`config.mk`:
```
export PLATFORM = sky130hd
export DESIGN_NAME = rxoh_ports
export DESIGN_NICKNAME = d
export VERILOG_FILES = /design/src/hw/rxoh_pkg.sv /design/src/hw/rxoh_fifo.sv /design/src/hw/rxoh_ports.sv
export SDC_FILE = /design/constraint.sdc
export NUM_CORES = 1
export LEC_CHECK = 0
export ABC_AREA = 1
export BUFFER_PORTS_ARGS = -buffer_cell sky130_fd_sc_hd__buf_2
export CORE_ASPECT_RATIO = 1.25
export CORE_UTILIZATION = 63
export DETAILED_ROUTE_END_ITERATION = 7
export PLACE_DENSITY = 0.85
export SKIP_CTS_REPAIR_TIMING = 1
export SYNTH_ARGS = -nofsm -noshare
export SYNTH_HDL_FRONTEND = slang
export SYNTH_SLANG_ARGS = --single-unit
```
`constraint.sdc`:
```
create_clock -name clk_sys_i -period 6.2 [get_ports clk_sys_i]
set_input_delay 0.31 -clock clk_sys_i [delete_from_list [all_inputs] [get_ports clk_sys_i]]
set_output_delay 0.31 -clock clk_sys_i [all_outputs]
set_load 0.005 [all_outputs]
```
`src/hw/rxoh_pkg.sv`:
```
package rxoh_pkg;

	// Port counts and widths
	localparam int POH_PORTS  = 16;
	localparam int STS1_COUNT = 12;
	localparam int BYTE_W     = 8;
	localparam int OW_BITS    = 24;
	localparam int LDCC_DEPTH = 8;

	// Overhead clock: 8 system cycles a period, high for the first four
	localparam logic [2:0] OH_FALL_AT   = 3'h3;
	localparam logic [2:0] OH_HIGH_CNT  = 3'h4;
	localparam logic [3:0] BYTE_LAST    = 4'h7;
	localparam logic [4:0] OW_LAST      = 5'h17;
	localparam logic [3:0] STS1_SEL_MAX = 4'hb;

	// Frame rate clock timing
	localparam int CLK_PERIOD_PS   = 4000;
	localparam int FRAME_PERIOD_NS = 125000;
	localparam int K8_HALF_CYC     =
		(FRAME_PERIOD_NS * 1000 / CLK_PERIOD_PS) / 2;

endpackage

```
`src/hw/rxoh_fifo.sv`:
```
`timescale 1ns/1ps

module rxoh_fifo #(
	parameter int W = 8,
	parameter int D = 8
) (
	input  wire logic         clk_sys_i,   // System clock
	input  wire logic         resetn_i,    // Async reset, active low
	input  wire logic         in_valid_i,  // Write offered
	output logic              in_ready_o,  // Room for a word
	input  wire logic [W-1:0] in_data_i,   // Write word
	output logic              out_valid_o, // Word available
	input  wire logic         out_ready_i, // Drain side takes word
	output logic      [W-1:0] out_data_o   // Oldest word
);
	localparam int AW = $clog2(D);

	typedef struct packed {
		logic [D-1:0][W-1:0] mem;
		logic [AW-1:0]       wp;
		logic [AW-1:0]       rp;
		logic [AW:0]         cnt;
		logic                rdy;
	} rxoh_fifo_st_t;

	rxoh_fifo_st_t st;
	rxoh_fifo_st_t next_st;
	logic          push;
	logic          pop;

	// ************************************************
	// Pointer and count update
	// ************************************************
	always_comb begin
		next_st = st;
		push = in_valid_i && st.rdy;
		pop  = out_ready_i && (st.cnt != '0);
		if (push) begin
			next_st.mem[st.wp] = in_data_i;
			next_st.wp = st.wp + 1'b1;
		end
		if (pop)
			next_st.rp = st.rp + 1'b1;
		next_st.cnt = st.cnt + {{AW{1'b0}}, push} - {{AW{1'b0}}, pop};
		// Registered so that ready never depends on this cycle's pop
		next_st.rdy = (next_st.cnt < (AW+1)'(D));
	end

	always_ff @(posedge clk_sys_i or negedge resetn_i) begin
		if (!resetn_i)
			st <= '0;
		else
			st <= next_st;
	end

	assign in_ready_o  = st.rdy;
	assign out_valid_o = (st.cnt != '0);
	assign out_data_o  = st.mem[st.rp];

endmodule // rxoh_fifo

```
`src/hw/rxoh_ports.sv`:
```
// Behaviour
// - Serialise line DCC bytes D4..D12 out.
// - Line DCC valid high with each bit.
// - Line DCC outputs change on clock fall.
// - Order-wire strobe one period at E1 bit.
// - Serialise E1, F1, E2 on order-wire data.
// - Order-wire valid high while bytes shift.
// - Order-wire outputs change on clock fall.
// - Each path port serialises its path overhead.
// - Path ports update on own clock fall.
// - Path frame strobe marks the J1 byte.
// - Path valid high exactly with valid bits.
// - Status pin shows loss of frame normally.
// - Status pin gives 8 kHz from chosen STS-1.
// - Device makes and drives overhead clock.
`timescale 1ns/1ps

module rxoh_ports
	import rxoh_pkg::*;
#(
	parameter int K8_HALF = K8_HALF_CYC
) (
	input  wire logic                  clk_sys_i,          // 250 MHz
	input  wire logic                  resetn_i,           // Async, low
	input  wire logic                  ldcc_byte_valid_i,  // D4..D12 byte
	input  wire logic [BYTE_W-1:0]     ldcc_byte_i,        // Byte value
	output logic                       ldcc_ready_o,       // FIFO room
	input  wire logic                  ow_load_i,          // Byte trio
	input  wire logic [BYTE_W-1:0]     ow_e1_i,            // E1 byte
	input  wire logic [BYTE_W-1:0]     ow_f1_i,            // F1 byte
	input  wire logic [BYTE_W-1:0]     ow_e2_i,            // E2 byte
	input  wire logic [POH_PORTS-1:0]  poh_byte_valid_i,   // Per path
	input  wire logic [POH_PORTS-1:0][BYTE_W-1:0] poh_byte_i, // Bytes
	input  wire logic [POH_PORTS-1:0]  poh_j1_i,           // Byte is J1
	input  wire logic                  lof_i,              // LOF declared
	input  wire logic                  cfg_frame_clk_en_i, // 8 kHz mode
	input  wire logic [3:0]            sts1_sel_i,         // STS-1 pick
	input  wire logic [STS1_COUNT-1:0] sts1_frame_i,       // Frame pulses
	output logic                       overhead_port_clock_o,  // Clock
	output logic                       line_dcc_data_out_o,    // Data
	output logic                       line_dcc_valid_out_o,   // Valid
	output logic                       orderwire_frame_strobe_o, // E1
	output logic                       orderwire_data_out_o,   // Data
	output logic                       orderwire_valid_out_o,  // Valid
	output logic [POH_PORTS-1:0]       path_overhead_port_clock_o, // Clk
	output logic [POH_PORTS-1:0]       path_overhead_data_out_o,   // Data
	output logic [POH_PORTS-1:0]       path_overhead_frame_strobe_o, // J1
	output logic [POH_PORTS-1:0]       path_overhead_valid_out_o,  // Vld
	output logic                       frame_rate_clock_out_o  // LOF/8k
);

	typedef struct packed {
		logic [2:0]                        div;
		logic                              oh_clk;
		logic [BYTE_W-1:0]                 ld_sh;
		logic [3:0]                        ld_left;
		logic                              ld_dat;
		logic                              ld_val;
		logic                              ow_pend;
		logic [OW_BITS-1:0]                ow_buf;
		logic [OW_BITS-1:0]                ow_sh;
		logic [4:0]                        ow_left;
		logic                              ow_dat;
		logic                              ow_val;
		logic                              ow_fp;
		logic [POH_PORTS-1:0]              p_pend;
		logic [POH_PORTS-1:0][BYTE_W-1:0]  p_hold;
		logic [POH_PORTS-1:0]              p_hj1;
		logic [POH_PORTS-1:0][BYTE_W-1:0]  p_sh;
		logic [POH_PORTS-1:0][3:0]         p_left;
		logic [POH_PORTS-1:0]              p_dat;
		logic [POH_PORTS-1:0]              p_val;
		logic [POH_PORTS-1:0]              p_fp;
		logic [POH_PORTS-1:0]              p_clk;
		logic [13:0]                       k8_cnt;
		logic                              k8;
		logic                              stat;
	} rxoh_st_t;

	localparam logic [13:0] K8_RELOAD = 14'(K8_HALF - 1);

	rxoh_st_t          st;
	rxoh_st_t          next_st;
	logic              fall;
	logic              fifo_vld;
	logic              fifo_pop;
	logic [BYTE_W-1:0] fifo_data;

	// ************************************************
	// Line DCC byte buffer
	// ************************************************
	// Drain stalls while a byte is still shifting, so the source sees
	// back-pressure through the ready output.
	rxoh_fifo #(
		.W (BYTE_W),
		.D (LDCC_DEPTH)
	) u_ldcc_fifo (
		.clk_sys_i   (clk_sys_i),
		.resetn_i    (resetn_i),
		.in_valid_i  (ldcc_byte_valid_i),
		.in_ready_o  (ldcc_ready_o),
		.in_data_i   (ldcc_byte_i),
		.out_valid_o (fifo_vld),
		.out_ready_i (fifo_pop),
		.out_data_o  (fifo_data)
	);

	// ************************************************
	// Next state
	// ************************************************
	always_comb begin
		next_st  = st;
		fifo_pop = 1'b0;
		// Clock divider; serial outputs only move when the clock falls.
		// The clock follows the count of the cycle before, so the first
		// high phase after reset is a full four cycles like the rest.
		next_st.div    = st.div + 3'h1;
		fall           = (st.div == OH_HIGH_CNT);
		next_st.oh_clk = (st.div <= OH_FALL_AT);
		next_st.p_clk  = {POH_PORTS{next_st.oh_clk}};

		// Line DCC serialiser, MSB first
		if (fall) begin
			if (st.ld_left != 4'h0) begin
				next_st.ld_dat  = st.ld_sh[BYTE_W-1];
				next_st.ld_sh   = {st.ld_sh[BYTE_W-2:0], 1'b0};
				next_st.ld_left = st.ld_left - 4'h1;
				next_st.ld_val  = 1'b1;
			end else if (fifo_vld) begin
				fifo_pop        = 1'b1;
				next_st.ld_dat  = fifo_data[BYTE_W-1];
				next_st.ld_sh   = {fifo_data[BYTE_W-2:0], 1'b0};
				next_st.ld_left = BYTE_LAST;
				next_st.ld_val  = 1'b1;
			end else begin
				next_st.ld_dat = 1'b0;
				next_st.ld_val = 1'b0;
			end
		end

		// Order-wire serialiser: E1, F1, E2 as one 24 bit burst
		if (fall) begin
			if (st.ow_left != 5'h0) begin
				next_st.ow_dat  = st.ow_sh[OW_BITS-1];
				next_st.ow_sh   = {st.ow_sh[OW_BITS-2:0], 1'b0};
				next_st.ow_left = st.ow_left - 5'h1;
				next_st.ow_val  = 1'b1;
				next_st.ow_fp   = 1'b0;
			end else if (st.ow_pend) begin
				next_st.ow_dat  = st.ow_buf[OW_BITS-1];
				next_st.ow_sh   = {st.ow_buf[OW_BITS-2:0], 1'b0};
				next_st.ow_left = OW_LAST;
				next_st.ow_val  = 1'b1;
				next_st.ow_fp   = 1'b1;
				next_st.ow_pend = 1'b0;
			end else begin
				next_st.ow_dat = 1'b0;
				next_st.ow_val = 1'b0;
				next_st.ow_fp  = 1'b0;
			end
		end
		// A trio offered while one is still waiting is dropped; one that
		// meets the fall which frees the slot is kept (load wins)
		if (ow_load_i && !next_st.ow_pend) begin
			next_st.ow_buf  = {ow_e1_i, ow_f1_i, ow_e2_i};
			next_st.ow_pend = 1'b1;
		end

		// Path overhead serialisers, one holding byte per path
		for (int i = 0; i < POH_PORTS; i++) begin
			if (fall) begin
				if (st.p_left[i] != 4'h0) begin
					next_st.p_dat[i]  = st.p_sh[i][BYTE_W-1];
					next_st.p_sh[i]   = {st.p_sh[i][BYTE_W-2:0], 1'b0};
					next_st.p_left[i] = st.p_left[i] - 4'h1;
					next_st.p_val[i]  = 1'b1;
				end else if (st.p_pend[i]) begin
					next_st.p_dat[i]  = st.p_hold[i][BYTE_W-1];
					next_st.p_sh[i]   = {st.p_hold[i][BYTE_W-2:0], 1'b0};
					next_st.p_left[i] = BYTE_LAST;
					next_st.p_val[i]  = 1'b1;
					next_st.p_fp[i]   = st.p_hj1[i];
					next_st.p_pend[i] = 1'b0;
				end else begin
					next_st.p_dat[i] = 1'b0;
					next_st.p_val[i] = 1'b0;
					next_st.p_fp[i]  = 1'b0;
				end
			end
			// Slot freed by this fall may take a new byte at once
			if (poh_byte_valid_i[i] && !next_st.p_pend[i]) begin
				next_st.p_hold[i] = poh_byte_i[i];
				next_st.p_hj1[i]  = poh_j1_i[i];
				next_st.p_pend[i] = 1'b1;
			end
		end

		// 8 kHz: high for half a frame from each chosen frame pulse
		if (cfg_frame_clk_en_i && sts1_sel_i <= STS1_SEL_MAX
			&& sts1_frame_i[sts1_sel_i]) begin
			next_st.k8     = 1'b1;
			next_st.k8_cnt = K8_RELOAD;
		end else if (st.k8_cnt != 14'h0) begin
			next_st.k8_cnt = st.k8_cnt - 14'h1;
		end else begin
			next_st.k8 = 1'b0;
		end
		// Shared status pin, loss of frame by default
		next_st.stat = cfg_frame_clk_en_i ? next_st.k8 : lof_i;
	end

	// ************************************************
	// State register
	// ************************************************
	always_ff @(posedge clk_sys_i or negedge resetn_i) begin
		if (!resetn_i)
			st <= '0;
		else
			st <= next_st;
	end

	// Every output is a state bit
	assign overhead_port_clock_o        = st.oh_clk;
	assign line_dcc_data_out_o          = st.ld_dat;
	assign line_dcc_valid_out_o         = st.ld_val;
	assign orderwire_frame_strobe_o     = st.ow_fp;
	assign orderwire_data_out_o         = st.ow_dat;
	assign orderwire_valid_out_o        = st.ow_val;
	assign path_overhead_port_clock_o   = st.p_clk;
	assign path_overhead_data_out_o     = st.p_dat;
	assign path_overhead_frame_strobe_o = st.p_fp;
	assign path_overhead_valid_out_o    = st.p_val;
	assign frame_rate_clock_out_o       = st.stat;
endmodule // rxoh_ports

```
==> impl_metrics.json <==
{
  "start_kind": "flop",
  "nNetsFinal": 3152,
  "rsz0062_at_grt": "no",
  "worstMarginPinSlew_ns": 1.181,
  "hpwl_um": 35580,
  "chipHeight_um": 220.9,
  "synth.most_common_cell": "nand2_1",
  "insertion_delay_ns": 0.58,
  "num_io_pins": 286,
  "ys_seq_area_share_pct": 56.80,
  "grt_pass1_vias": 18780,
  "worstSetupPathType": "reg -> reg",
  "status": "finished with violations",
  "rows": 79,
  "muxShareOfSynthArea_pct": 4.151,
  "grt_use_total_pct": 27.70,
  "die_x_um": 177.1,
  "drc": 0,
  "max_cap_violations": 0,
  "cts_buffers": 52,
  "r2r-end": "st[485]",
  "setup_violations": 0,
  "wl_per_cell_um": 16.96,
  "grt_overflow_total": 0,
  "holdWs_ns": -0.01634,
  "instances_no_fill": 3431,
  "total_leakage_power_nw": 13.86,
  "syn_to_final_growth_pct": 17.57,
  "hold_viol_final": 11,
  "cts_root_buf": "clkbuf_16",
  "path_clk_slew_ns": 0.06,
  "met1Wirelength_um": 22280,
  "dr_wl_met3_um": 3368,
  "ys.flop_type": "dfrtp_1",
  "finalPower_mw": 8.655,
  "yosys.area_share.simple_pct": 18.48,
  "critPathRequiredTime_ns": 6.62,
  "endpoint": "st[485]",
  "top_layer_used": "met4",
  "cts.path.max_buffers": 3,
  "yosys_warnings": 0,
  "ff2ff_path_depth": 9,
  "min_from": "ow_e2_i[5]",
  "syn-num-nets": 2832,
  "dieArea_mm2": 0.03912,
  "synth_compound_area_share_pct": 10.55,
  "post-place-cells": 3209,
  "routabilityCongestion": 0.8879,
  "maxSlewViolCount": 0,
  "vdd_drop_max_mv": 0.2710,
  "synth_xor_xnor_area_share_pct": 1.270,
  "dr_wl_met2_um": 30080,
  "synth_top_cell_by_area": "dfrtp_1",
  "reg2reg_from": "st[435]",
  "antenna_found_initial": 3,
  "synthTopCellsByArea": "dfrtp_1, nand2_1, mux2_2",
  "cts_tree": "yes",
  "wl_um": 58180,
  "end_kind": "flop",
  "fmax_mhz": 301.9,
  "drtPass1Iterations": 7,
  "synth_top_area_share_pct": 56.80,
  "netlist_area_mm2": 0.02414,
  "syn_area_per_cell_um2": 9.336,
  "ys_ff_latch": 548,
  "startpoint": "st[435]",
  "reg2reg_slack_ns": 2.89,
  "grt_max_degree": 196,
  "synth_edf_count": 0,
  "start_util_pct": 64.45,
  "netlist-cell-type-count": 39,
  "failed_checks": "negative hold slack",
  "worstPathMaxFanout": 26,
  "p_per_area_mw_per_mm2": 304.9,
  "hold_class": "in -> reg",
  "synth_top_family_by_area": "simple AND/OR/NAND/NOR gates",
  "grt_pass1_wl_um": 88580,
  "h-tree-depth": 2,
  "via_per_inst": 5.637,
  "drive_gt1_share_pct": 17.47,
  "synth_common_cells": "nand2_1, dfrtp_1, nor2_1, inv_1, o21ai_0",
  "tns_ns": 0,
  "max_slew_margin_pct": 21.25,
  "core_area_mm2": 0.03746,
  "synthCells": 2586,
  "clock-skew-final_ns": 0.01468,
  "antenna_left": 0,
  "portBuffers": 285,
  "synth_fa_ha_area_share_pct": 1.689,
  "min_period_ns": 3.312,
  "finalCritPeriodShare_pct": 53.42,
  "via_count": 19340,
  "drt-initial-drc-count": 1327,
  "cts.sinks": 548,
  "cp_data_arrival_time_ns": 3.74,
  "async_reset_ff_share_pct": 100.0
}
-- power by group --
group          internal [mW]  switching (mW)
Combinational          0.471           0.641
Sequential              3.98           0.291
Clock                   1.94            1.33
Total                   6.39            2.27
-- cells by family (layout without fill, tap and decap cells) --
kind of cell	after synthesis	in the layout
XOR/XNOR	35	35
AO/OA/AOI/OAI	432	432
multiplexers	89	89
buffers and inverters	359	715
adder cells (fa/ha/maj)	32	32
flip-flops	548	548
AND/OR/NAND/NOR	1091	1091
other	0	3
-- cell usage in the layout, fill, tap and decap left out, drive strengths merged --
cell / Yosys / layout
diode: 0 / 3
nor2: 270 / 270
ha: 31 / 31
mux2: 89 / 89
clkinv: 1 / 11
o221ai: 1 / 1
xor2: 17 / 17
a32o: 1 / 1
xnor2: 18 / 18
nor3b: 12 / 12
dlygate4sd3: 0 / 129
nor3: 16 / 16
o21ai: 222 / 222
bufinv: 0 / 5
buf: 121 / 291
nand3: 116 / 116
a22o: 16 / 16
inv: 204 / 204
and2: 1 / 1
nor4: 1 / 1
nand3b: 4 / 4
clkbuf: 33 / 75
a21oi: 51 / 51
nand2: 664 / 664
a31oi: 116 / 116
nand4: 2 / 2
o211ai: 25 / 25
dfrtp: 548 / 548
or2: 5 / 5
fa: 1 / 1
-- final cells by class --
| class | count | area [µm²] |
|---|---|---|
| Tap cell | 486 | 608.1 |
| Multi-Input combinational cell | 1679 | 8731 |
| Fill cell | 2329 | 9076 |
| Sequential cell | 548 | 13710 |
| Antenna cell | 3 | 7.507 |
| Clock buffer | 75 | 1559 |
| Clock inverter | 15 | 200.2 |
| Inverter | 205 | 769.5 |
| Timing Repair Buffer | 420 | 2798 |
-- metal layers --
layer	up-vias	GRT usage (%)
li1	9016	-
met1	9392	34.07
met2	747	47.97
met3	185	4.639
met5	-	0
met4	0	11.57
-- stage by stage --
stage / util [%] / cell area (µm²) / hold WS [ns] / worst slack, ns
2_1_floorplan: - / 24140 / 0.01441 / 3.936
3_3_place_gp: 67.61 / 25330 / 0.4223 / 3.094
3_5_place_dp: 67.61 / 25330 / 0.4336 / 2.990
4_1_cts: 72.31 / 27090 / -0.1742 / 3.001
5_1_grt: 75.77 / 28390 / 0.0006881 / 2.606
6_report: 75.77 / 28390 / -0.01634 / 2.888
-- critical path, cell delays in order (launching register included) --
cell	delay, ns
dfrtp_1	0.40
inv_1	0.09
ha_1	0.21
nand3b_2	0.44
inv_2	0.50
nand2_1	0.14
nand2_2	0.40
nand2_1	0.60
nor2_1	0.31
a21oi_1	0.06
-- sequential cells by signal, indices dropped and copies added (netlist names) --
| register | cells |
|---|---|
| orderwire_data_out_o | 1 |
| st | 418 |
| path_overhead_frame_strobe_o | 16 |
| u_ldcc_fifo.in_ready_o | 1 |
| orderwire_frame_strobe_o | 1 |
| u_ldcc_fifo.st | 74 |
| orderwire_valid_out_o | 1 |
| frame_rate_clock_out_o | 1 |
| line_dcc_valid_out_o | 1 |
| path_overhead_valid_out_o | 16 |
| line_dcc_data_out_o | 1 |
| path_overhead_data_out_o | 16 |
| path_overhead_port_clock_o | 1 |
-- worst min path at each step --
stage | slack (ns) | depth (start not counted) | to
final | -0.02 | 3 | st[469]
after global routing | 0.0007 | 3 | st[366]
after CTS | -0.17 | 1 | st[296]
after detailed placement | 0.43 | 1 | st[157]
after global placement | 0.42 | 1 | st[155]
after floorplan | 0.01 | 0 | frame_rate_clock_out_o
Note: power is estimated with default switching activity, not from simulation.
